`src/hdl/kpsc_pkg.sv`:
```
// Purpose: Shared constants and types for the keypad scan order and interrupt block
// Assumes: Registers are 8 bits wide, each in the low byte of one Wishbone word
// Notes: Register indices are word indices; the byte address is four times the index
package kpsc_pkg;

  // Wishbone address width and register index width
  localparam int WB_ADR_W = 18;
  localparam int IDX_W = 16;

  // Register indices
  localparam logic [IDX_W-1:0] IDX_KEYPAD_SIZE = 16'h00d5;
  localparam logic [IDX_W-1:0] IDX_COL_ORDER_LOW = 16'h00d6;
  localparam logic [IDX_W-1:0] IDX_COL_ORDER_HIGH = 16'h00d7;
  localparam logic [IDX_W-1:0] IDX_KP_IRQ_CONTROL = 16'hff94;
  localparam logic [IDX_W-1:0] IDX_SCAN_CONTROL = 16'h00e0;
  localparam logic [IDX_W-1:0] IDX_KEY_LOCATION = 16'h00e1;
  localparam logic [IDX_W-1:0] IDX_IRQ_STATUS = 16'h00e2;
  localparam logic [IDX_W-1:0] IDX_IRQ_MASK = 16'h00e3;

  // Reset values
  localparam logic [7:0] RST_REG = 8'h00;
  localparam logic [4:0] COL_ALL_OFF = 5'h1f;

  // Field layout: keypad_size, and the write mask of column order high
  localparam int COL_COUNT_LSB = 0;
  localparam int ROW_COUNT_LSB = 3;
  localparam logic [7:0] KEYPAD_SIZE_MASK = 8'h3f;
  localparam logic [7:0] COL_ORDER_HIGH_MASK = 8'h7f;

  // Field layout: keypad_interrupt_control
  localparam int KP_IRQ_FLAG_BIT = 0;
  localparam int KP_IRQ_ENABLE_BIT = 1;
  localparam int POWERDOWN_MUX_SELECT_SELECT_BIT = 7;

  // Field layout: scan_control
  localparam int AUTO_SCAN_ON_BIT = 0;
  localparam int MANUAL_COL_LSB = 1;
  localparam int KEY_FOUND_BIT = 7;

  // Field layout: key_location
  localparam int KEY_COL_LSB = 0;
  localparam int KEY_ROW_LSB = 3;

  // Event bits of irq_status and irq_mask
  localparam int EV_KEY_FOUND = 0;
  localparam int EV_KEY_RELEASED = 1;
  localparam int NUM_EVENTS = 2;

  // Matrix geometry
  localparam int MAX_ROWS = 6;
  localparam int MAX_COLS = 5;
  localparam int SLOT_W = 3;
  localparam int NUM_SLOTS = 5;

  typedef enum logic [2:0] {
    KPSC_IDLE = 3'b001,
    KPSC_SCAN = 3'b010,
    KPSC_HOLD = 3'b100
  } kpsc_state_type;

endpackage

```
`src/hdl/kpsc_sticky.sv`:
```
// Purpose: One sticky event flag, set by hardware, cleared by software
// Assumes: Set and clear are single-cycle strobes in the clk_i domain
// Notes: A set in the clearing cycle wins so that no event is lost
`timescale 1ns/1ns
module kpsc_sticky (
  input wire logic clk_i,
  input wire logic rst_i,
  input wire logic set_i,
  input wire logic clr_i,
  output logic flag_o
);

  logic flag_next;

  assign flag_next = set_i | (flag_o & ~clr_i);

  always_ff @(posedge clk_i) begin
    if (rst_i) begin
      flag_o <= 1'b0;
    end else begin
      flag_o <= flag_next;
    end
  end

endmodule

```
`src/hdl/kpsc_col_decode.sv`:
```
// Purpose: Turn a binary column number into a one-hot column select
// Assumes: Numbers at or above COLS select no column
// Notes: Purely combinational; the caller registers the result
`timescale 1ns/1ns
module kpsc_col_decode #(
  parameter int COLS = 5
) (
  input wire logic [2:0] index_i,
  input wire logic enable_i,
  output logic [COLS-1:0] onehot_o
);

  genvar i;
  generate
    for (i = 0; i < COLS; i++) begin : g_col
      assign onehot_o[i] = enable_i & (index_i == 3'(i));
    end
  endgenerate

endmodule

```
`src/hdl/kpsc_top.sv`:
```
// Purpose: Keypad scan size, column order and keypad interrupt registers with scanner
// Assumes: Wishbone classic slave; rows active low, columns driven low to select
// Notes: scan_tick_i is the 1 kHz scan strobe, one clk_i cycle wide
//
// Contract
// Size fields ignored while auto scan off
// Row count field limits scanned rows, max 6
// Column count field limits scanned columns, max 5
// Five three-bit order slots over two registers
// Step slots from first up to column count
// Values 0..4 give plain sequential scan
// Firmware reloads order inside keypad interrupt handler
// Slot values are binary column numbers
// Third slot split: low bits low, msb high bit0
// Slots four, five in high bits 3:1, 6:4
// Keypad interrupt forwarded only when enable set
// Keypad flag set by key found, clear on read
// Bit 7 is read/write power-down mux select
// Auto scan on scans; off bypasses to firmware
// Key found flag on valid press, clear on read
// Registers reset to zero, unused bits read zero
`timescale 1ns/1ns
module kpsc_top
  import kpsc_pkg::*;
(
  input wire logic clk_i,
  input wire logic rst_i,
  input wire logic cyc_i,
  input wire logic stb_i,
  input wire logic we_i,
  input wire logic [WB_ADR_W-1:0] adr_i,
  input wire logic [3:0] sel_i,
  input wire logic [31:0] dat_i,
  output logic [31:0] dat_o,
  output logic ack_o,
  input wire logic scan_tick_i,
  input wire logic [MAX_ROWS-1:0] row_n_i,
  output logic [MAX_COLS-1:0] col_drive_n_o,
  output logic powerdown_mux_select_o,
  output logic irq_o
);

  // Register file
  logic [7:0] keypad_size_reg;
  logic [7:0] column_order_low_reg;
  logic [7:0] column_order_high_reg;
  logic keypad_irq_enable_reg;
  logic powerdown_mux_select_reg;
  logic auto_scan_on_reg;
  logic [MAX_COLS-1:0] manual_col_reg;
  logic [NUM_EVENTS-1:0] irq_mask_reg;
  logic [2:0] key_row_reg;
  logic [2:0] key_col_reg;
  // Scanner state
  kpsc_state_type state_reg;
  kpsc_state_type state_next;
  logic [2:0] slot_ptr_reg;
  logic [2:0] slot_ptr_next;
  logic rows_high_reg;
  // Bus decode
  wire [IDX_W-1:0] reg_index = adr_i[WB_ADR_W-1:2];
  wire bus_req = cyc_i & stb_i & ~ack_o;
  wire bus_wr = bus_req & we_i & sel_i[0];
  wire bus_rd = bus_req & ~we_i;
  wire hit_size = reg_index == IDX_KEYPAD_SIZE;
  wire hit_order_lo = reg_index == IDX_COL_ORDER_LOW;
  wire hit_order_hi = reg_index == IDX_COL_ORDER_HIGH;
  wire hit_intctl = reg_index == IDX_KP_IRQ_CONTROL;
  wire hit_scanctl = reg_index == IDX_SCAN_CONTROL;
  wire hit_keyloc = reg_index == IDX_KEY_LOCATION;
  wire hit_status = reg_index == IDX_IRQ_STATUS;
  wire hit_mask = reg_index == IDX_IRQ_MASK;
  wire [7:0] wr_byte = dat_i[7:0];
  // Size fields and their clamped forms
  wire [2:0] column_count = keypad_size_reg[COL_COUNT_LSB +: 3];
  wire [2:0] row_count = keypad_size_reg[ROW_COUNT_LSB +: 3];
  wire [2:0] eff_cols = (column_count > 3'(MAX_COLS)) ? 3'(MAX_COLS) : column_count;
  wire [2:0] eff_rows = (row_count > 3'(MAX_ROWS)) ? 3'(MAX_ROWS) : row_count;
  // Order slots; the third straddles both registers
  wire [SLOT_W-1:0] slot_val [NUM_SLOTS];
  assign slot_val[0] = column_order_low_reg[2:0];
  assign slot_val[1] = column_order_low_reg[5:3];
  assign slot_val[2] = {column_order_high_reg[0], column_order_low_reg[7:6]};
  assign slot_val[3] = column_order_high_reg[3:1];
  assign slot_val[4] = column_order_high_reg[6:4];
  wire [SLOT_W-1:0] cur_slot = slot_val[slot_ptr_reg];
  // Row sensing limited to the configured rows
  logic [MAX_ROWS-1:0] row_enable;
  genvar r;
  generate
    for (r = 0; r < MAX_ROWS; r++) begin : g_row
      assign row_enable[r] = 3'(r) < eff_rows;
    end
  endgenerate
  wire [MAX_ROWS-1:0] row_active = ~row_n_i & row_enable;
  wire row_hit = |row_active;
  wire rows_all_high = &row_n_i;
  logic [2:0] hit_row;
  always_comb begin
    hit_row = 3'h0;
    for (int i = MAX_ROWS - 1; i >= 0; i--) begin
      if (row_active[i]) begin
        hit_row = 3'(i);
      end
    end
  end
  wire in_idle = state_reg == KPSC_IDLE;
  wire in_scan = state_reg == KPSC_SCAN;
  wire in_hold = state_reg == KPSC_HOLD;
  wire scan_ok = auto_scan_on_reg & (eff_cols != 3'h0);
  wire scan_capture = in_scan & scan_tick_i & row_hit;
  wire scan_miss = in_scan & scan_tick_i & ~row_hit;
  wire scan_release = in_hold & scan_tick_i & ~row_hit;
  // Bypass: any row falling after all rows were high; bounces may repeat it
  wire bypass_press = in_idle & ~auto_scan_on_reg & rows_high_reg & ~rows_all_high;
  wire key_found_set = scan_capture | bypass_press;
  wire [2:0] ptr_inc = slot_ptr_reg + 3'h1;
  wire [2:0] ptr_step = (ptr_inc >= eff_cols) ? 3'h0 : ptr_inc;
  // Scanner state machine
  always_comb begin
    state_next = state_reg;
    slot_ptr_next = slot_ptr_reg;
    case (state_reg)
      KPSC_IDLE: begin
        slot_ptr_next = 3'h0;
        if (scan_ok) begin
          state_next = KPSC_SCAN;
        end
      end
      KPSC_SCAN: begin
        if (!scan_ok) begin
          state_next = KPSC_IDLE;
        end else if (scan_capture) begin
          state_next = KPSC_HOLD;
        end else if (scan_miss) begin
          slot_ptr_next = ptr_step;
        end
      end
      KPSC_HOLD: begin
        if (!scan_ok) begin
          state_next = KPSC_IDLE;
        end else if (scan_release) begin
          state_next = KPSC_SCAN;
          slot_ptr_next = ptr_step;
        end
      end
      default: begin
        state_next = KPSC_IDLE;
        slot_ptr_next = 3'h0;
      end
    endcase
  end
  // Column drive: slot decode when scanning, firmware pattern in bypass
  logic [MAX_COLS-1:0] slot_onehot;
  kpsc_col_decode #(
    .COLS(MAX_COLS)
  ) u_col_decode (
    .index_i(cur_slot),
    .enable_i(~in_idle),
    .onehot_o(slot_onehot)
  );
  wire [MAX_COLS-1:0] col_drive_n_next = in_idle ? ~manual_col_reg : ~slot_onehot;

  // Sticky flags
  logic key_found_flag;
  logic keypad_irq_flag;
  logic [NUM_EVENTS-1:0] irq_status;
  wire [NUM_EVENTS-1:0] event_set = {scan_release, key_found_set};

  kpsc_sticky u_key_found (
    .clk_i(clk_i),
    .rst_i(rst_i),
    .set_i(key_found_set),
    .clr_i(bus_rd & hit_scanctl),
    .flag_o(key_found_flag)
  );

  kpsc_sticky u_kp_irq (
    .clk_i(clk_i),
    .rst_i(rst_i),
    .set_i(key_found_set),
    .clr_i(bus_rd & hit_intctl),
    .flag_o(keypad_irq_flag)
  );

  genvar e;
  generate
    for (e = 0; e < NUM_EVENTS; e++) begin : g_event
      kpsc_sticky u_event (
        .clk_i(clk_i),
        .rst_i(rst_i),
        .set_i(event_set[e]),
        .clr_i(bus_wr & hit_status & wr_byte[e]),
        .flag_o(irq_status[e])
      );
    end
  endgenerate

  // R7 is firmware's duty; a reload during a hold moves the driven column one clk_i edge after the register is written
  wire irq_next = (keypad_irq_flag & keypad_irq_enable_reg) | (|(irq_status & irq_mask_reg));

  // Read data; unused bits and unmapped addresses read as zero
  wire [7:0] rd_intctl = {powerdown_mux_select_reg, 5'h00, keypad_irq_enable_reg, keypad_irq_flag};
  wire [7:0] rd_scanctl = {key_found_flag, 1'b0, manual_col_reg, auto_scan_on_reg};
  wire [7:0] rd_keyloc = {2'h0, key_row_reg, key_col_reg};
  wire [7:0] rd_byte =
    hit_size ? keypad_size_reg :
    hit_order_lo ? column_order_low_reg :
    hit_order_hi ? column_order_high_reg :
    hit_intctl ? rd_intctl :
    hit_scanctl ? rd_scanctl :
    hit_keyloc ? rd_keyloc :
    hit_status ? {6'h00, irq_status} :
    hit_mask ? {6'h00, irq_mask_reg} : 8'h00;

  // Bus answer
  always_ff @(posedge clk_i) begin
    if (rst_i) begin
      ack_o <= 1'b0;
      dat_o <= 32'h0000_0000;
    end else begin
      ack_o <= bus_req;
      dat_o <= bus_rd ? {24'h00_0000, rd_byte} : 32'h0000_0000;
    end
  end

  // Software-written registers
  always_ff @(posedge clk_i) begin
    if (rst_i) begin
      keypad_size_reg <= RST_REG;
      column_order_low_reg <= RST_REG;
      column_order_high_reg <= RST_REG;
      keypad_irq_enable_reg <= 1'b0;
      powerdown_mux_select_reg <= 1'b0;
      auto_scan_on_reg <= 1'b0;
      manual_col_reg <= RST_REG[MAX_COLS-1:0];
      irq_mask_reg <= RST_REG[NUM_EVENTS-1:0];
    end else if (bus_wr) begin
      if (hit_size) keypad_size_reg <= wr_byte & KEYPAD_SIZE_MASK;
      if (hit_order_lo) column_order_low_reg <= wr_byte;
      if (hit_order_hi) column_order_high_reg <= wr_byte & COL_ORDER_HIGH_MASK;
      if (hit_intctl) begin
        keypad_irq_enable_reg <= wr_byte[KP_IRQ_ENABLE_BIT];
        powerdown_mux_select_reg <= wr_byte[POWERDOWN_MUX_SELECT_SELECT_BIT];
      end
      if (hit_scanctl) begin
        auto_scan_on_reg <= wr_byte[AUTO_SCAN_ON_BIT];
        manual_col_reg <= wr_byte[MANUAL_COL_LSB +: MAX_COLS];
      end
      if (hit_mask) irq_mask_reg <= wr_byte[NUM_EVENTS-1:0];
    end
  end

  // Scanner registers and outputs
  always_ff @(posedge clk_i) begin
    if (rst_i) begin
      state_reg <= KPSC_IDLE;
      slot_ptr_reg <= 3'h0;
      rows_high_reg <= 1'b1;
      key_row_reg <= 3'h0;
      key_col_reg <= 3'h0;
      col_drive_n_o <= COL_ALL_OFF;
      powerdown_mux_select_o <= 1'b0;
      irq_o <= 1'b0;
    end else begin
      state_reg <= state_next;
      slot_ptr_reg <= slot_ptr_next;
      rows_high_reg <= rows_all_high;
      if (scan_capture) begin
        key_row_reg <= hit_row;
        key_col_reg <= cur_slot;
      end
      col_drive_n_o <= col_drive_n_next;
      powerdown_mux_select_o <= powerdown_mux_select_reg;
      irq_o <= irq_next;
    end
  end
endmodule

```
`config.mk`:
```
export PLATFORM = sky130hd
export DESIGN_NAME = kpsc_top
export DESIGN_NICKNAME = d
export VERILOG_FILES = /design/src/hdl/kpsc_pkg.sv /design/src/hdl/kpsc_sticky.sv /design/src/hdl/kpsc_col_decode.sv /design/src/hdl/kpsc_top.sv
export SDC_FILE = /design/constraint.sdc
export NUM_CORES = 1
export LEC_CHECK = 0
export BUFFER_PORTS_ARGS = -buffer_cell sky130_fd_sc_hd__buf_2
export CORE_MARGIN = 2
export CORE_UTILIZATION = 26
export DETAILED_ROUTE_END_ITERATION = 7
export HOLD_SLACK_MARGIN = 0.12
export PLACE_DENSITY = 0.49
export SYNTH_ARGS = -nofsm -noshare
export SYNTH_HDL_FRONTEND = slang
export SYNTH_HIERARCHICAL = 1
export SYNTH_SLANG_ARGS = --single-unit
```
`constraint.sdc`:
```
create_clock -name clk_i -period 3.7 [get_ports clk_i]
set_input_delay 0.37 -clock clk_i [delete_from_list [all_inputs] [get_ports clk_i]]
set_output_delay 0.37 -clock clk_i [all_outputs]
set_load 0.005 [all_outputs]
```
==> reports/metrics.csv, run 1 <==
stage,metric,value,unit
logic_synthesis,ys async rst share,0,
detailed_routing,met3 WL post-DR,564,um
setup_path,Worst path slowest cell,or4_1,
min_path,HP Class,input pin to register,
timing,TNS Setup,0,ns
power,Final Power,1.712,mW
timing,final hold violation count,0,
global_route,pin count of the biggest net entering global routing,35,
power,Clk pwr share,0.548,
logic_synthesis,Main synth FF type,dfxtp_1,
die,top-level port count,106,
global_route,number of global-route vias before repair,2769,
timing,relative slew slack,0.4292,
clock_network,Root Buffer,clkbuf_16,
setup_path,CP bufs+invs,1,
clock_network,CTS sink count,64,
detailed_routing,antenna-violating nets left,0,
setup_path,Crit Reg-Reg Startpoint,ack_o$_SDFF_PP0_,
setup_path,reg-to-reg setup timing slack,1.49,ns
die,Row Count,41,
global_route,total grt overflow,0,
timing,Final Setup Violations,0,
power,PwrDens,415.7,nW/um^2
clock_network,"Clk Latency, worst-skew pair",0.33,ns
detailed_routing,Routed WL,9602,um
timing,unrepaired setup endpoints after global routing,no,
logic_synthesis,Synth cell types,60,
detailed_routing,Top Layer Used,met4,
setup_path,peak fanout along the critical path,9,
min_path,HP Start,dat_i[6],
run,max cap viols,0,
logic_synthesis,number of flops mapped to enable cells by yosys,0,
clock_network,H-tree Lvls,3,
detailed_routing,met2 routed WL,4299,um
run_status,status,"complete, no violations",
timing,Final Max Tran Viols,0,
setup_path,CP endpoint kind,register,
logic_synthesis,yosys warns,6,
clock_network,Clock Tree Buf Depth,2,
setup_path,Worst Setup Path Type,input pin to register,
global_route,GRT Total Usage,0.1357,
clock_network,hold_buf cts,0,
final_layout,diodes inserted,0,
timing,hold_ws,0.2944,ns
logic_synthesis,register area share after synthesis,0.3730,
logic_synthesis,Synth Instances,403,
setup_path,Crit path largest cell delay,0.68,ns
logic_synthesis,Synth Cell Area,3435,um^2
logic_synthesis,Syn Area/Cell,8.522,um^2
setup_path,cell count of the worst reg-to-reg path,5,
setup_path,launch point of the critical path,adr_i[14],
timing,fin crit period,2.403,ns
final_layout,area grow syn2layout,19.89,%
power,VDD IR-drop max,0.0001768,V
timing,Clock Skew,0.004322,ns
clock_network,post-CTS sizing,0,
setup_path,CP Cell Sequence,buf_2 > or4_1 > nor4_1 > a22o_1 > a2111oi_0 > a2111oi_1,
power,combinational group share of total power,0.046,
global_route,initial antenna violation count,0,
die,Die Area,14150,um^2
place,hpwl dp,7191,um
min_path,number of cells on the worst hold path,3,
detailed_routing,drt first pass iters,4,
final_layout,fillcell total,1353,
final_layout,# nets final,523,
setup_path,Worst EP arrival,2.58,ns
detailed_routing,WL per Instance,15.24,um
place,GPL Wtd Cong,0.8405,
clock_network,Post-CTS Setup Inserts,0,
logic_synthesis,Yosys reg bits,64,
detailed_routing,Met1 Wirelength,4645,um
timing,actual slew at the worst max-slew pin,0.8530,ns
setup_path,worst endpoint required time,3.88,ns
die,Initial Utilization,0.2689,
power,NetSw,367.3,uW
setup_path,"CP delay by family, top",simple AND/OR/NAND/NOR gates,
die,Chip Height,118.9,um
clock_network,CTS tree,done,
power,Switching Fraction,0.2146,
min_path,Worst Hold Endpoint,column_order_high_reg[6]$_SDFFE_PP0P_,
place,port bufs,52,
detailed_routing,DRT iter0 DRCs,155,
clock_network,CTS Buf Count,9,
die,Core Region,12770,um^2
setup_path,RR Endpoint,manual_col_reg[4]$_SDFFE_PP0P_,
die,die width,118.9,um
setup_path,CP Launch Type,input pin,
detailed_routing,vias,3007,
place,Placed Instances,614,
power,P_leak,1.567,nW
detailed_routing,residual DRC count,0,
final_layout,share of layout cells above drive strength 1,0.2096,
power,internal power,1.344,mW
final_layout,Finished Layout Cells,630,
global_route,first-pass GRT wire length,15050,um
timing,Final Cycle Share,0.6494,
detailed_routing,Vias/cell,4.773,
clock_network,"Reg clk slew, reported paths",0.05,ns
power,Flop pwr share,0.406,
timing,highest achievable clock rate,0.4162,GHz
==> cells by family after synthesis <==
family	after synthesis	synth area share
simple gates	176	0.2732
compound gates	73	0.1454
flops	64	0.3730
buf+inv	51	0.08707
mux	32	0.1005
fa+ha+maj	4	0.01457
xor+xnor	2	0.005101
other cells	1	0.001092
==> Yosys cell counts, types with 3 or more instances <==
library cell / number / share of area
dfxtp_1: 64 / 0.37
nand2_1: 54 / 0.059
nor2_1: 34 / 0.037
mux2i_1: 30 / 0.087
buf_4: 24 / 0.052
a21oi_1: 22 / 0.032
nand3_1: 19 / 0.028
clkbuf_1: 14 / 0.015
nand2b_1: 9 / 0.016
nor3_1: 9 / 0.013
inv_1: 8 / 0.0087
a21o_1: 7 / 0.015
a22oi_1: 7 / 0.015
nor4_1: 7 / 0.013
o21ai_0: 7 / 0.010
nor2b_1: 6 / 0.011
a21oi_2: 4 / 0.010
ha_1: 4 / 0.015
nor3b_1: 4 / 0.0087
a211oi_1: 3 / 0.0066
and3_1: 3 / 0.0055
and4bb_2: 3 / 0.011
nand3b_1: 3 / 0.0066
nand4_1: 3 / 0.0055
o22a_1: 3 / 0.0077
o22ai_1: 3 / 0.0055
o31ai_1: 3 / 0.0066
==> cells in the final DEF (no fill, tap or decap), types with 19 or more instances in the layout <==
| cell | n |
|---|---|
| conb_1 | 24 |
| nor2_1 | 34 |
| nand2_1 | 54 |
| dfxtp_1 | 64 |
| nand3_1 | 19 |
| buf_2 | 52 |
| mux2i_1 | 30 |
| a21oi_1 | 22 |
==> worst max-delay path by stage <==
stage	end	cells after the start
6_report	dat_o[2]$_SDFF_PP0_	6
5_1_grt	dat_o[2]$_SDFF_PP0_	6
4_1_cts	dat_o[2]$_SDFF_PP0_	6
3_5_place_dp	dat_o[2]$_SDFF_PP0_	6
3_3_place_gp	dat_o[2]$_SDFF_PP0_	6
2_1_floorplan	column_order_high_reg[1]$_SDFFE_PP0P_	7
==> per-layer routing <==
layer	track usage	vias to the layer above
met5	0	-
met4	0.03125	0
met3	0.03209	9
met2	0.2144	89
met1	0.1869	1414
li1	-	1495
==> layout make-up <==
| cell class | instances | area (um^2) | area share |
|---|---|---|---|
| clock inverter | 5 | 78.83 | 0.01914 |
| clock buffer | 11 | 252.7 | 0.06138 |
| inverter | 8 | 30.03 | 0.007293 |
| timing repair buffer | 59 | 312.8 | 0.07596 |
| sequential | 64 | 1281 | 0.3112 |
| multi-input combinational | 311 | 1947 | 0.4728 |
| tap | 172 | 215.2 | 0.05226 |
==> stage by stage <==
stage / setup slack (ns) / util / instance area [um^2]
after CTS: 1.322 / 0.3224 / 4118
after global routing: 1.190 / 0.3224 / 4118
after detailed placement: 0.9704 / 0.2964 / 3786
after floorplan: 1.272 / - / 3521
final: 1.297 / 0.3224 / 4118
after global placement: 1.005 / 0.2964 / 3786
==> power by group through the flow <==
stage / sequential, mW / combinational, mW / clock, mW
global route: 0.695 / 0.0878 / 0.981
finish: 0.695 / 0.0790 / 0.937
global placement: 0.710 / 0.0779 / 0
floorplan: 0.709 / 0.0573 / 0
detailed placement: 0.710 / 0.0789 / 0
CTS: 0.695 / 0.0790 / 0.956
==> worst reg2reg max path: stages, from the launching register on <==
cell and delay (ns):
dfxtp_1 0.30, nand3b_1 0.27, nor2_1 0.72, nand3_1 0.47, mux2i_1 0.27, nor2_1 0.06
Power figures use the tool's default switching activity.
==> run 2: changes to the inputs <==
- ABC_AREA: unset -> 1
- PLACE_DENSITY: 0.49 -> 0.51
- clock period: 3.7 -> 2.1 ns (I/O delays scaled with it)
==> reports/metrics.csv, run 2 <==
stage,metric,value,unit,change
run_status,status,"complete, no violations",,
die,Initial Utilization,0.2683,,-0.0006015
clock_network,Clock Tree Buf Depth,2,,unchanged
clock_network,CTS tree,done,,
power,P_leak,1.805,nW,+15%
logic_synthesis,Post-Synth XOR/XNOR Area,0.002446,,-0.002654
logic_synthesis,Synth Instances,518,,+29%
logic_synthesis,Synth Cell Area,3581,um^2,+4.3%
place,Post-Place Worst Slack,0.1970,ns,-0.7734 ns
clock_network,Post-CTS Setup Inserts,0,,unchanged
timing,highest achievable clock rate,0.5202,GHz,
global_route,GRT Total Usage,0.1350,,-0.0006453
final_layout,# nets final,646,,+24%
die,top-level port count,106,,unchanged
clock_network,"Reg clk slew, reported paths",0.05,ns,about the same
final_layout,share of layout cells above drive strength 1,0.1928,,-0.01684
detailed_routing,residual DRC count,0,,unchanged
timing,Final Cycle Share,0.9154,,
detailed_routing,DRT iter0 DRCs,210,,+35%
timing,Final Max Tran Viols,0,,unchanged
die,Die Area,14730,um^2,+4.1%
final_layout,most frequent cells in the layout,"81 x inv_1, 67 x nand2_1, 64 x dfxtp_1, 59 x a21oi_1, 57 x nor2_1",,
logic_synthesis,Yosys top cell by area,dfxtp_1,,
global_route,total grt overflow,0,,unchanged
die,Core Region,13350,um^2,+4.5%
final_layout,diodes inserted,0,,unchanged
setup_path,peak fanout along the critical path,6,,-3
detailed_routing,vias,3371,,+12%
timing,final hold violation count,0,,unchanged
logic_synthesis,number of flops mapped to enable cells by yosys,0,,unchanged
logic_synthesis,Synth area leaders,"dfxtp_1 36%, inv_1 8.5%, a21oi_1 8.2%",,
detailed_routing,WL per Instance,12.58,um,-17%
place,hpwl dp,7491,um,+4.2%
clock_network,CTS sink count,64,,unchanged
logic_synthesis,mux cell area share after synthesis,0,,-0.1005
logic_synthesis,Synth cell types,37,,-38%
setup_path,Worst EP arrival,2.14,ns,-0.44 ns
die,Chip Height,121.4,um,+2.0%
setup_path,CP Launch Type,register,,
setup_path,launch point of the critical path,slot_ptr_reg[1]$_SDFFE_PP0P_,,
setup_path,Worst path slowest cell,dfxtp_1,,
final_layout,area grow syn2layout,19.39,%,
setup_path,critical path's most frequent cell,ha_1,,
logic_synthesis,main combinational cell family by area after synthesis,compound AO/OA/AOI/OAI gates,,
timing,hold_ws,0.1941,ns,-0.1003 ns
logic_synthesis,ys async rst share,0,,unchanged
setup_path,worst endpoint required time,2.31,ns,-1.57 ns
place,port bufs,52,,unchanged
logic_synthesis,yosys warns,6,,unchanged
die,Row Count,42,,+2.4%
detailed_routing,drt first pass iters,4,,unchanged
logic_synthesis,Synth Area in Compound Gates,0.2299,,+0.08455
timing,PnR worst setup slack,0.1777,ns,-1.120 ns
timing,Final Setup Violations,0,,unchanged
clock_network,post-CTS sizing,0,,unchanged
place,GPL Wtd Cong,0.8539,,+1.6%
detailed_routing,Routed WL,9521,um,-0.84%
setup_path,RR Endpoint,slot_ptr_reg[1]$_SDFFE_PP0P_,,
setup_path,CP Cell Sequence,ha_1 > xnor2_1 > inv_1 > ha_1 > nand2_1 > o211ai_1 > nor2_1 > o21ai_0 > a21oi_1,,
global_route,first-pass GRT wire length,15470,um,+2.8%
logic_synthesis,adder-cell share of the synthesized area,0.01398,,-0.0005957
logic_synthesis,Yosys reg bits,64,,unchanged
timing,relative slew slack,0.6580,,+0.2288
logic_synthesis,most numerous cell in the Yosys netlist,inv_1,,
timing,TNS Setup,0,ns,unchanged
timing,Clock Skew,0.005206,ns,+0.0008838 ns
detailed_routing,antenna-violating nets left,0,,unchanged
min_path,HP Class,input pin to register,,
setup_path,Crit Reg-Reg Startpoint,slot_ptr_reg[1]$_SDFFE_PP0P_,,
setup_path,Crit path largest cell delay,0.46,ns,-0.22 ns
global_route,pin count of the biggest net entering global routing,35,,unchanged
final_layout,"commonest non-fill, non-tap cell in the layout",inv_1,,
logic_synthesis,register area share after synthesis,0.3578,,-0.01525
setup_path,CP endpoint kind,register,,
logic_synthesis,Main synth FF type,dfxtp_1,,
detailed_routing,Vias/cell,4.453,,-6.7%
clock_network,"Clk Latency, worst-skew pair",0.33,ns,about the same
run,max cap viols,0,,unchanged
clock_network,CTS Buf Count,9,,unchanged
logic_synthesis,"top cells by count, synth","81 x inv_1, 67 x nand2_1, 64 x dfxtp_1, 59 x a21oi_1, 57 x nor2_1",,
global_route,number of global-route vias before repair,3191,,+15%
global_route,initial antenna violation count,0,,unchanged
timing,actual slew at the worst max-slew pin,0.5076,ns,-0.3455 ns
logic_synthesis,Yosys top cell area share,0.3578,,-0.01525
min_path,HP Start,dat_i[7],,
die,die width,121.4,um,+2.0%
logic_synthesis,Syn Area/Cell,6.913,um^2,-19%
clock_network,Root Buffer,clkbuf_16,,
clock_network,hold_buf cts,0,,unchanged
power,VDD IR-drop max,0.0004502,V,+150%
setup_path,cell count of the worst reg-to-reg path,9,,+4
timing,fin crit period,1.922,ns,
setup_path,reg-to-reg setup timing slack,0.18,ns,-1.31 ns
power,PwrDens,687.8,nW/um^2,+65%
clock_network,H-tree Lvls,3,,unchanged
setup_path,Worst Setup Path Type,register to register,,
timing,unrepaired setup endpoints after global routing,no,,
setup_path,CP Capture Point,slot_ptr_reg[1]$_SDFFE_PP0P_,,
logic_synthesis,post-synthesis simple-gate area fraction,0.2257,,-0.04751
==> run 2: cell types whose count changed after synthesis, sizes merged, moves of 7 or more <==
cell    previous run  this run
o211ai             0         8
a21oi             26        67
nor2              35        61
o21ai              7        69
nor4               7         0
clkbuf            14         7
mux2i             30         0
inv                8        87
nand2             54        73
nand2b             9         0
a21o               7         0
==> run 2: metal layers <==
| metal | vias to the layer above | track usage | share of wire |
|---|---|---|---|
| met4 | 0 | 0.03305 | 0.014 |
| met3 | 12 | 0.04135 | 0.070 |
| met1 | 1499 | 0.1859 | 0.48 |
| met5 | - | 0 | 0 |
| li1 | 1758 | - | - |
| met2 | 102 | 0.2058 | 0.44 |
==> run 2: area by class of cell <==
class / instances / area [um^2]
Tap cell: 176 / 220.2
Fill cell: 1465 / 9072
Sequential cell: 64 / 1281
Inverter: 87 / 326.6
Clock inverter: 2 / 35.03
Timing Repair Buffer: 62 / 347.8
Clock buffer: 14 / 284.0
Multi-Input combinational cell: 352 / 1780
==> run 2: cells by family (layout without fill, tap and decap cells) <==
family,count (synthesis),count (layout)
AOI/OAI and AO/OA,150,150
DFF,64,64
adders and majority gates,4,4
other,1,24
and+or+nand+nor,173,173
buffers and inverters,125,165
xor gates and xnor gates,1,1
==> run 2: power breakdown <==
part / switching (mW) / total [mW] / internal (mW)
logic: 0.0974 / 0.149 / 0.0515
clock network: 0.519 / 1.57 / 1.05
registers: 0.00456 / 1.23 / 1.22
total: 0.621 / 2.94 / 2.32
==> run 2: worst max-delay path: cells and delay by family, from the launching register on <==
family          cells  cell delay, ns
fa+ha+maj           2            0.52
compound gates      3            0.49
flops               1            0.46
xor+xnor            1            0.14
simple gates        2            0.13
buf+inv             1            0.07
==> run 2: worst min path at each step <==
stage                                                       end  slack [ns]  depth (start not counted)
after floorplan            g_event[0].u_event/flag_o$_SDFF_PP0_        0.27                          1
after global placement        powerdown_mux_select_o$_SDFF_PP0_        0.45                          2
after detailed placement      powerdown_mux_select_o$_SDFF_PP0_        0.45                          2
after CTS                 powerdown_mux_select_reg$_SDFFE_PP0P_        0.18                          3
after global routing      powerdown_mux_select_reg$_SDFFE_PP0P_        0.19                          3
final                     powerdown_mux_select_reg$_SDFFE_PP0P_        0.19                          3
==> run 2: through the flow <==
step | cell area, um^2 | utilization | std cells | total power [mW]
floorplan | 3667 | - | 541 | 1.355
global placement | 3956 | 0.2964 | 741 | 1.397
detailed placement | 3956 | 0.2964 | 741 | 1.400
CTS | 4275 | 0.3203 | 757 | 2.977
global route | 4275 | 0.3203 | 757 | 3.052
finish | 4275 | 0.3203 | 757 | 2.940
==> run 3: changes to the inputs <==
- PLACE_DENSITY: 0.51 -> 0.49
- clock period: 2.1 -> 2.33 ns (I/O delays scaled with it)
==> reports/metrics.csv, run 3 (synthesized netlist as in run 2, its figures left out) <==
stage,metric,value,unit,change
die,top-level port count,106,,unchanged
clock_network,CTS tree,done,,
clock_network,CTS sink count,64,,unchanged
timing,fin crit period,1.912,ns,-0.01083 ns
setup_path,critical path's most frequent cell,ha_1,,
detailed_routing,residual DRC count,0,,unchanged
clock_network,"Clk Latency, worst-skew pair",0.33,ns,about the same
timing,PnR worst setup slack,0.4185,ns,+0.2408 ns
clock_network,H-tree Lvls,3,,unchanged
power,internal power,2.027,mW,-13%
setup_path,Worst EP arrival,2.12,ns,-0.02 ns
global_route,GRT Total Usage,0.1346,,-0.0004489
clock_network,Clock Tree Buf Depth,2,,unchanged
final_layout,"commonest non-fill, non-tap cell in the layout",inv_1,,
power,combinational group share of total power,0.050,,about the same
setup_path,reg-to-reg setup timing slack,0.42,ns,+0.24 ns
global_route,pin count of the biggest net entering global routing,42,,+20%
setup_path,Worst Setup Path Type,register to register,,
die,Row Count,42,,unchanged
setup_path,peak fanout along the critical path,6,,unchanged
global_route,total grt overflow,0,,unchanged
timing,TNS Setup,0,ns,unchanged
power,P_leak,1.770,nW,-1.9%
detailed_routing,drt first pass iters,4,,unchanged
final_layout,diodes inserted,0,,unchanged
timing,final hold violation count,0,,unchanged
die,Die Area,14730,um^2,unchanged
setup_path,Worst path slowest cell,dfxtp_1,,
run_status,status,"complete, no violations",,
die,die width,121.4,um,unchanged
timing,highest achievable clock rate,0.5231,GHz,+0.57%
power,Switching Fraction,0.2152,,+0.004001
place,GPL Wtd Cong,0.8506,,-0.39%
run,max cap viols,0,,unchanged
timing,Clock Skew,0.006393,ns,+0.001187 ns
final_layout,area grow syn2layout,17.68,%,
setup_path,Crit path largest cell delay,0.44,ns,-0.02 ns
detailed_routing,DRT iter0 DRCs,164,,-22%
clock_network,Root Buffer,clkbuf_16,,
setup_path,CP Launch Type,register,,
detailed_routing,antenna-violating nets left,0,,unchanged
clock_network,CTS Buf Count,9,,unchanged
global_route,initial antenna violation count,0,,unchanged
power,NetSw,555.7,uW,-11%
timing,Final Max Tran Viols,0,,unchanged
clock_network,hold_buf cts,0,,unchanged
die,Core Region,13350,um^2,unchanged
place,port bufs,52,,unchanged
place,Post-Place Worst Slack,0.4075,ns,+0.2104 ns
die,Initial Utilization,0.2683,,unchanged
timing,Final Setup Violations,0,,unchanged
power,Clk pwr share,0.522,,-0.010
timing,actual slew at the worst max-slew pin,0.5946,ns,+0.08703 ns
clock_network,post-CTS sizing,0,,unchanged
global_route,number of global-route vias before repair,3177,,-0.44%
final_layout,# nets final,642,,-0.62%
clock_network,Post-CTS Setup Inserts,0,,unchanged
detailed_routing,vias,3321,,-1.5%
setup_path,worst endpoint required time,2.54,ns,+0.23 ns
power,Flop pwr share,0.428,,+0.011
timing,Final Cycle Share,0.8204,,-0.09501
setup_path,CP endpoint kind,register,,
clock_network,"Reg clk slew, reported paths",0.05,ns,about the same
power,PwrDens,612.8,nW/um^2,-11%
power,VDD IR-drop max,0.0003053,V,-32%
global_route,first-pass GRT wire length,15360,um,-0.71%
min_path,HP Class,input pin to register,,
detailed_routing,Routed WL,9422,um,-1.0%
timing,relative slew slack,0.5994,,-0.05864
detailed_routing,Vias/cell,4.410,,-0.96%
final_layout,most frequent cells in the layout,"81 x inv_1, 67 x nand2_1, 64 x dfxtp_1, 59 x a21oi_1, 57 x nor2_1",,
final_layout,share of layout cells above drive strength 1,0.1854,,-0.007329
die,Chip Height,121.4,um,unchanged
detailed_routing,WL per Instance,12.51,um,-0.51%
place,hpwl dp,7473,um,-0.23%
setup_path,CP Cell Sequence,ha_1 > xnor2_1 > inv_1 > ha_1 > nand2_1 > o211ai_1 > nor2_1 > o21ai_0 > a21oi_1,,
timing,unrepaired setup endpoints after global routing,no,,
-- run 3: changes by cell type in the layout (fill, tap and decap cells not counted), sizes merged --
cell    before  now
buf         62   58
clkinv       1    2
clkbuf      14   13
-- run 3: critical path, delay by kind of cell (launching register included) --
kind	cells	cell delay, ns
AO/OA/AOI/OAI	3	0.50
buffers and inverters	1	0.07
AND/OR/NAND/NOR	2	0.13
adder cells (fa/ha/maj)	2	0.51
XOR/XNOR	1	0.14
flip-flops	1	0.44
-- run 3: worst paths after layout --
path / endpoint / cells past startpoint / from
setup reg to reg: slot_ptr_reg[1]$_SDFFE_PP0P_ / 9 / slot_ptr_reg[1]$_SDFFE_PP0P_
hold / removal: powerdown_mux_select_reg$_SDFFE_PP0P_ / 3 / dat_i[7]
setup / recovery: slot_ptr_reg[1]$_SDFFE_PP0P_ / 9 / slot_ptr_reg[1]$_SDFFE_PP0P_
hold reg to reg: powerdown_mux_select_o$_SDFF_PP0_ / 2 / powerdown_mux_select_reg$_SDFFE_PP0P_
-- run 3: per-layer routing --
metal,wire length [um],GRT usage
met1,4549,0.1765
met3,641,0.03900
met5,0,0
met4,148,0.04741
met2,4082,0.2103
-- run 3: layout make-up --
type                       count  area, um^2
timing repair buffer          58       305.3
multi-input combinational    352        1780
inverter                      87       326.6
sequential                    64        1281
clock inverter                 3       40.04
tap                          176       220.2
fill                        1456        9134
clock buffer                  13       260.3
-- run 3: metrics by stage --
| stage | hold slack, ns | power [mW] | instance area, um^2 | instances | utilization |
|---|---|---|---|---|---|
| floorplan | 0.2954 | 1.222 | 3667 | 541 | - |
| global placement | 0.4569 | 1.255 | 3914 | 737 | 0.2932 |
| detailed placement | 0.4563 | 1.256 | 3914 | 737 | 0.2932 |
| CTS | 0.1696 | 2.616 | 4214 | 753 | 0.3157 |
| global route | 0.1704 | 2.687 | 4214 | 753 | 0.3157 |
| finish | 0.1796 | 2.582 | 4214 | 753 | 0.3157 |
-- run 3: power by group through the flow --
| stage | Clock, mW | Combinational (mW) | Sequential (mW) |
|---|---|---|---|
| global placement | 0 | 0.127 | 1.13 |
| floorplan | 0 | 0.0949 | 1.13 |
| global route | 1.43 | 0.148 | 1.10 |
| detailed placement | 0 | 0.128 | 1.13 |
| CTS | 1.38 | 0.128 | 1.11 |
| finish | 1.35 | 0.129 | 1.11 |
